## config.mk

```make
export PLATFORM = sky130hd
export DESIGN_NAME = wdt_core
export DESIGN_NICKNAME = d
export VERILOG_FILES = /design/src/verilog/wdt_pkg.sv /design/src/verilog/wdt_core.sv /design/src/verilog/wdt_prescaler.sv
export SDC_FILE = /design/constraint.sdc
export NUM_CORES = 1
export LEC_CHECK = 0
export BUFFER_PORTS_ARGS = -buffer_cell sky130_fd_sc_hd__buf_2
export CAP_MARGIN = 20
export CORE_UTILIZATION = 36
export DETAILED_ROUTE_END_ITERATION = 8
export HOLD_SLACK_MARGIN = 0.05
export PLACE_DENSITY = 0.64
export SYNTH_ARGS = -nofsm -noshare
export SYNTH_HDL_FRONTEND = slang
export SYNTH_SLANG_ARGS = --single-unit
```

## constraint.sdc

```tcl
create_clock -name mclk -period 5.05 [get_ports mclk]
set_clock_uncertainty 0.2 [all_clocks]
set_input_delay 0.7575 -clock mclk [delete_from_list [all_inputs] [get_ports mclk]]
set_output_delay 0.7575 -clock mclk [all_outputs]
set_load 0.02 [all_outputs]
```

## src/verilog/wdt_pkg.sv

```systemverilog
// shared constants, types and timing functions of the watchdog timing core
package wdt_pkg;
  localparam logic [7:0] ADDR_WDG_CTRL = 8'h2A;
  localparam logic [7:0] ADDR_CLK_CTRL = 8'h2B;
  localparam logic [7:0] WDG_CTRL_RESET = 8'h7F;
  localparam logic [2:0] CLK_CTRL_RESET = 3'h0;
  localparam logic [6:0] CNT_ROLL_FROM = 7'h40;
  localparam int CLK_PERIOD_NS = 100;
  localparam int OSC_PERIOD_NS = 100;
  localparam int OSC_PER_CLK = OSC_PERIOD_NS / CLK_PERIOD_NS;
  localparam logic [14:0] LONG_STEP = 15'h4000;
  localparam logic [14:0] SHORT_UNIT = 15'h0040;
  localparam logic [14:0] SHORT_BASE = 15'h00C0;
  localparam logic [5:0] ACC_STEP = 6'h04;
  localparam logic [1:0] TB_2MS = 2'h0;
  localparam logic [1:0] TB_4MS = 2'h1;
  localparam logic [1:0] TB_10MS = 2'h2;
  localparam logic [1:0] TB_25MS = 2'h3;

  typedef struct packed {
    logic activation_bit;
    logic [6:0] count;
  } wdt_ctrl_s;

  typedef struct packed {
    logic rtc_interrupt_enable;
    logic [1:0] timebase_select;
  } wdt_clk_s;

  typedef enum logic [1:0] {
    WDT_RUN = 2'b00,
    WDT_AHALT = 2'b01,
    WDT_HALT = 2'b10
  } wdt_mode_e;

  function automatic logic [5:0] wdt_divider(input logic [1:0] tb);
    case (tb)
      TB_2MS: wdt_divider = 6'h04;
      TB_4MS: wdt_divider = 6'h08;
      TB_10MS: wdt_divider = 6'h14;
      default: wdt_divider = 6'h31;
    endcase
  endfunction : wdt_divider

  function automatic logic [5:0] wdt_offset(input logic [1:0] tb);
    case (tb)
      TB_2MS: wdt_offset = 6'h3B;
      TB_4MS: wdt_offset = 6'h35;
      TB_10MS: wdt_offset = 6'h23;
      default: wdt_offset = 6'h36;
    endcase
  endfunction : wdt_offset

  // replaced step length, (192 + offset) * 64 oscillator periods
  function automatic logic [14:0] wdt_short_step(input logic [1:0] tb);
    logic [14:0] sum;
    sum = SHORT_BASE + {9'h000, wdt_offset(tb)};
    wdt_short_step = 15'(sum * SHORT_UNIT);
  endfunction : wdt_short_step
endpackage : wdt_pkg

```

## src/verilog/wdt_core.sv

```systemverilog
// watchdog timing core: control register, counter, halt handling, reset request
//
// The address-and-strobe port and the register offsets are this design's own decisions.
`timescale 1ns/1ps
`default_nettype none
module wdt_core (
  // clock and reset
  input wire logic mclk,
  input wire logic resetn,
  // register port
  input wire logic [7:0] addr,
  input wire logic [7:0] wdata,
  input wire logic wr,
  input wire logic rd,
  output logic [7:0] rdata,
  // cpu events and straps
  input wire logic halt_req,
  input wire logic osc_irq,
  input wire logic ext_irq,
  input wire logic halt_reset_option,
  // results
  output logic wdg_reset,
  output logic halted
);
  wdt_pkg::wdt_ctrl_s ctrl;
  logic activation_bit;
  logic [6:0] wdg_count;
  wdt_pkg::wdt_clk_s clk_ctrl;
  wdt_pkg::wdt_mode_e mode;
  logic tick;
  logic wr_wdg;
  logic wr_clk;
  logic frozen;
  logic roll;
  logic soft_reset;
  logic halt_reset;
  logic next_halted;

  assign wr_wdg = wr && (addr == wdt_pkg::ADDR_WDG_CTRL);
  assign wr_clk = wr && (addr == wdt_pkg::ADDR_CLK_CTRL);
  // plain halt lets one more decrement through before stopping
  assign frozen = (mode == wdt_pkg::WDT_AHALT);

  wdt_prescaler u_presc (
    .mclk(mclk),
    .resetn(resetn),
    .timebase_select(clk_ctrl.timebase_select),
    .tick(tick)
  );

  // rollover of the top bit
  // a stopped plain halt must not reset, so the roll follows the decrement enable
  assign roll = ctrl.activation_bit && tick && !frozen && !halted && !wr_wdg
    && (ctrl.count == wdt_pkg::CNT_ROLL_FROM);
  // writing top bit low with activation set forces a reset
  assign soft_reset = wr_wdg && (ctrl.activation_bit || wdata[7]) && !wdata[6];
  assign halt_reset = halt_req && !clk_ctrl.rtc_interrupt_enable && halt_reset_option
    && ctrl.activation_bit && (mode == wdt_pkg::WDT_RUN);

  always_ff @(posedge mclk)
  begin
    if (!resetn)
      clk_ctrl <= wdt_pkg::CLK_CTRL_RESET;
    else if (wr_clk)
      clk_ctrl <= wdata[2:0];
  end

  always_ff @(posedge mclk)
  begin
    if (!resetn)
      activation_bit <= wdt_pkg::WDG_CTRL_RESET[7];
    else if (wr_wdg)
      activation_bit <= activation_bit | wdata[7];
  end

  // slow and wait do not reach this logic, so counting goes on
  always_ff @(posedge mclk)
  begin
    if (!resetn)
      wdg_count <= wdt_pkg::WDG_CTRL_RESET[6:0];
    else if (wr_wdg)
      wdg_count <= wdata[6:0];
    else if (tick && !frozen && (mode != wdt_pkg::WDT_HALT || !halted))
      wdg_count <= wdg_count - 7'h01;
  end

  // one driver per field; the struct carries them to reads, checks and the reset request logic
  assign ctrl = {activation_bit, wdg_count};

  // active halt freezes, interrupts resume at once
  always_ff @(posedge mclk)
  begin
    if (!resetn)
      mode <= wdt_pkg::WDT_RUN;
    else
    begin
      case (mode)
        wdt_pkg::WDT_RUN:
        begin
          if (halt_req && clk_ctrl.rtc_interrupt_enable)
            mode <= wdt_pkg::WDT_AHALT;
          else if (halt_req && !halt_reset)
            mode <= wdt_pkg::WDT_HALT;
        end
        wdt_pkg::WDT_AHALT:
        begin
          if (osc_irq || ext_irq)
            mode <= wdt_pkg::WDT_RUN;
        end
        wdt_pkg::WDT_HALT:
        begin
          if (ext_irq)
            mode <= wdt_pkg::WDT_RUN;
        end
        default: mode <= wdt_pkg::WDT_RUN;
      endcase
    end
  end

  // plain halt: stopped once the single decrement has happened
  always_comb
  begin
    next_halted = halted;
    if (mode != wdt_pkg::WDT_HALT || ext_irq)
      next_halted = 1'b0;
    else if (tick)
      next_halted = 1'b1;
  end

  always_ff @(posedge mclk)
  begin
    if (!resetn)
      halted <= 1'b0;
    else
      halted <= next_halted;
  end

  always_ff @(posedge mclk)
  begin
    if (!resetn)
      wdg_reset <= 1'b0;
    else
      wdg_reset <= roll || soft_reset || halt_reset;
  end

  always_ff @(posedge mclk)
  begin
    if (!resetn)
      rdata <= 8'h00;
    else if (rd && addr == wdt_pkg::ADDR_WDG_CTRL)
      rdata <= ctrl;
    else if (rd && addr == wdt_pkg::ADDR_CLK_CTRL)
      rdata <= {4'h0, frozen || halted, clk_ctrl};
    else
      rdata <= 8'h00;
  end

  // helper: cycles since the last tick, and the timebase its step was cut with
  logic [14:0] gap;
  logic [1:0] tb_d;
  logic [1:0] step_tb;
  always_ff @(posedge mclk)
  begin
    if (!resetn)
      gap <= 15'h0000;
    else if (tick)
      gap <= 15'h0001;
    else
      gap <= gap + 15'h0001;
  end

  // the prescaler picks a step length one edge before its tick is seen here
  always_ff @(posedge mclk)
  begin
    if (!resetn)
    begin
      tb_d <= wdt_pkg::TB_2MS;
      step_tb <= wdt_pkg::TB_2MS;
    end
    else
    begin
      tb_d <= clk_ctrl.timebase_select;
      if (tick)
        step_tb <= tb_d;
    end
  end
endmodule : wdt_core
`default_nettype wire

```

## src/verilog/wdt_prescaler.sv

```systemverilog
// free-running prescaler shared with the rtc timebase, makes the decrement tick
`timescale 1ns/1ps
`default_nettype none
module wdt_prescaler (
  // clock and reset
  input wire logic mclk,
  input wire logic resetn,
  // timebase
  input wire logic [1:0] timebase_select,
  // decrement tick
  output logic tick
);
  logic [14:0] remain;
  logic [5:0] acc;
  logic [6:0] next_acc;
  logic next_short;

  always_comb
  begin
    next_acc = {1'b0, acc} + {1'b0, wdt_pkg::ACC_STEP};
    next_short = (next_acc >= {1'b0, wdt_pkg::wdt_divider(timebase_select)});
  end

  // one step in divider/4 is shortened
  always_ff @(posedge mclk)
  begin
    if (!resetn)
    begin
      remain <= wdt_pkg::LONG_STEP - 15'h0001;
      acc <= 6'h00;
      tick <= 1'b0;
    end
    else
    begin
      tick <= (remain == 15'h0000);
      if (remain == 15'h0000)
      begin
        if (next_short)
        begin
          acc <= 6'(next_acc - {1'b0, wdt_pkg::wdt_divider(timebase_select)});
          remain <= wdt_pkg::wdt_short_step(timebase_select) - 15'h0001;
        end
        else
        begin
          acc <= next_acc[5:0];
          remain <= wdt_pkg::LONG_STEP - 15'h0001;
        end
      end
      else
      begin
        remain <= remain - 15'h0001;
      end
    end
  end
endmodule : wdt_prescaler
`default_nettype wire

```

==> results.sh <==
export IMPL_cts_tree="built"
export IMPL_status="complete, no violations"
export IMPL_die_area_um2=6810
export IMPL_fin_setup_tns_ns=0
export IMPL_finalCriticalPeriod_ns=2.79
export IMPL_p_leak_nw=1.07
export IMPL_num_rows=28
export IMPL_antenna_cells=0
export IMPL_cpLargestDelayFamily="simple AND/OR/NAND/NOR gates"
export IMPL_ys_types=49
export IMPL_worst_pin_slew_ns=1.01
export IMPL_reg2reg_to="u_presc.remain[0]"
export IMPL_syn_nets=301
export IMPL_cts_inserted_buffers=5
export IMPL_drive_gt1_frac=0.175
export IMPL_syn_cell_area_um2=2330
export IMPL_worst_path_buf_inv=0
export IMPL_portBuffers=33
export IMPL_n_fill_cell=610
export IMPL_cts_setup_buffers=0
export IMPL_r2r_slack_ns=2.26
export IMPL_timing_rr_start="u_presc.remain[3]"
export IMPL_yosysSeqAreaShare=0.386
export IMPL_fin_cells=377
export IMPL_fin_ws_ns=2.26
export IMPL_wl_met1_um=2370
export IMPL_placed_area_um2=2560
export IMPL_grt_max_degree=24
export IMPL_root_buffer="clkbuf_8"
export IMPL_grt_pass1_vias=1856
export IMPL_htree_levels=2
export IMPL_syn2layout_area_growth_pct=14.8
export IMPL_grtUsageTotal=0.163
export IMPL_drcViolationCount=0
export IMPL_grt_pass1_wl_um=8340
export IMPL_first_pass_iters=4
export IMPL_final_cell_area_um2=2680
export IMPL_highest_layer="met4"
export IMPL_powerDensity_nw_per_um2=251
export IMPL_initial_core_util=0.383
export IMPL_holdCritStartpoint="u_presc.remain[0]"
export IMPL_arrival_ns=2.84
export IMPL_worst_path_stages=5
export IMPL_worst_path_max_delay_cell="nor4_2"
export IMPL_cts_resized=0
export IMPL_wl_um=5030
export IMPL_critPathKind="reg2reg"
export IMPL_dp_hpwl_um=3660
export IMPL_die_width_um=82.5
export IMPL_core_um2=6100
export IMPL_crit_required_ns=5.09
export IMPL_synthCells=268
export IMPL_hold_viol_final=0
export IMPL_final_cell_mix="dfxtp_1, buf_2, nor2_1"
export IMPL_via_count=2028
export IMPL_async_flop_share=0
export IMPL_grt_ovfl_total=0
export IMPL_drtAntennaViolNets=0
export IMPL_fmax_ghz=0.358
export IMPL_peakVddDrop_uv=166
export IMPL_holdPathEnd="u_presc.remain[0]"
export IMPL_postSynthAreaPerCell_um2=8.71
export IMPL_numPlacedInstances=369
export IMPL_final_common_cell="dfxtp_1"
export IMPL_wl_per_cell_um=13.4
export IMPL_vias_per_cell=5.38
export IMPL_multi_input_area_um2=1360
export IMPL_route_met2_wl_um=2310
export IMPL_yosys_warnings=0
export IMPL_maxSlewHeadroom=0.322
export IMPL_io_pins=34
export IMPL_die_h_um=82.5
export IMPL_maxCapViolCount=0
export IMPL_seqCellArea_um2=901
export IMPL_hold_depth=1
export IMPL_cp_slowest_stage_delay_ns=0.76
export IMPL_clk_latency_ns=0.31
export IMPL_slew_viol_final=0
export IMPL_hold_path_class="reg2reg"
export IMPL_worstPathMaxFanout=10
export IMPL_final_util=0.440
export IMPL_ys_ff_latch=45
export IMPL_path_clk_slew_ns=0.09
export IMPL_synthFlopType="dfxtp_1"
export IMPL_antenna_found_initial=0
export IMPL_place_gp_congestion=0.814
export IMPL_cts_sink_count=45
export IMPL_cp_cell_sequence="or4_4 > or3_4 > nor4_2 > nor2_1 > nand2_1"
export IMPL_synth_edf_count=0
export IMPL_routed_wl_met3_um=288
export IMPL_finalSetupViolCount=0
export IMPL_nNetsFinal=334
export IMPL_postCtsHoldBufs=0
export IMPL_clock_path_buffers=2
export IMPL_drt_initial_drc_count=114
export IMPL_finalCritPeriodShare=0.553
export IMPL_cp_start_kind="flop"
export IMPL_endpoint_kind="flop"
export IMPL_r2r_cells=5
export IMPL_dp_slack_ns=2.27
export IMPL_grt_setup_unrepaired="no"
==> registers in the layout, summed over array words and instances (netlist names) <==
name            flops
u_presc.remain     15
wdg_reset           1
rdata               8
wdg_count           7
u_presc.tick        1
mode                2
activation_bit      1
u_presc.acc         6
clk_ctrl            3
halted              1
==> layer usage <==
| metal | track usage | vias up |
|---|---|---|
| met1 | 0.196 | 939 |
| met4 | 0.0638 | 0 |
| met2 | 0.282 | 51 |
| met5 | 0 | - |
| met3 | 0.0341 | 6 |
| li1 | - | 1032 |
==> cell usage after synthesis, drive strengths merged (2+ instances only) <==
master	count	area share
and3	2	0.0054
o21ai	11	0.025
xnor2	12	0.045
a21o	2	0.0064
o31a	2	0.0075
nor2b	4	0.011
or4	3	0.013
a21oi	8	0.017
nand4	5	0.013
dfxtp	45	0.39
o2111ai	2	0.0075
nand2b	8	0.021
clkbuf	7	0.011
o211a	2	0.0086
ha	9	0.048
nor4	7	0.021
inv	11	0.018
nand2	26	0.042
nor2	28	0.045
and4b	2	0.0086
nand4b	3	0.011
xor2	5	0.019
nor3	6	0.013
nor4bb	2	0.0086
mux2i	6	0.026
and2	5	0.013
a31oi	4	0.011
nand3b	3	0.0096
or4b	2	0.0086
or3	4	0.013
nand3	11	0.024
a211oi	5	0.016
o211ai	5	0.016
==> power by group <==
group / switching (mW) / internal (mW)
clock network: 0.134 / 0.151
registers: 0.00233 / 0.357
logic: 0.0149 / 0.0123
==> cells by family after synthesis <==
family / share of synthesized area
AO/OA/AOI/OAI: 0.151
XOR/XNOR: 0.0638
adder cells (fa/ha/maj): 0.0482
buffers and inverters: 0.0338
flip-flops: 0.386
multiplexers: 0.0257
AND/OR/NAND/NOR: 0.292
==> metrics by stage <==
stage | hold WS, ns | total power [mW]
after detailed placement | 0.193 | 0.395
after floorplan | 0.171 | 0.381
after global routing | 0.237 | 0.698
after global placement | 0.181 | 0.395
after CTS | 0.215 | 0.678
final | 0.212 | 0.671
==> worst max-delay path by stage <==
stage                            startpoint                 to  slack [ns]
after floorplan                 clk_ctrl[0]     u_presc.acc[0]        2.30
after global placement    u_presc.remain[3]  u_presc.remain[7]        2.35
after detailed placement  u_presc.remain[3]  u_presc.remain[3]        2.27
after CTS                 u_presc.remain[3]  u_presc.remain[0]        2.25
after global routing      u_presc.remain[3]  u_presc.remain[0]        2.07
final                     u_presc.remain[3]  u_presc.remain[0]        2.26
==> layout make-up <==
type,instances,area share
well taps,75,0.0350
flip-flops and latches,45,0.336
clock buffers,5,0.0257
multi-input cells,204,0.506
inverters,11,0.0154
repair buffers,34,0.0644
clock inverters,3,0.0177
(Power assumes the default switching activity.)
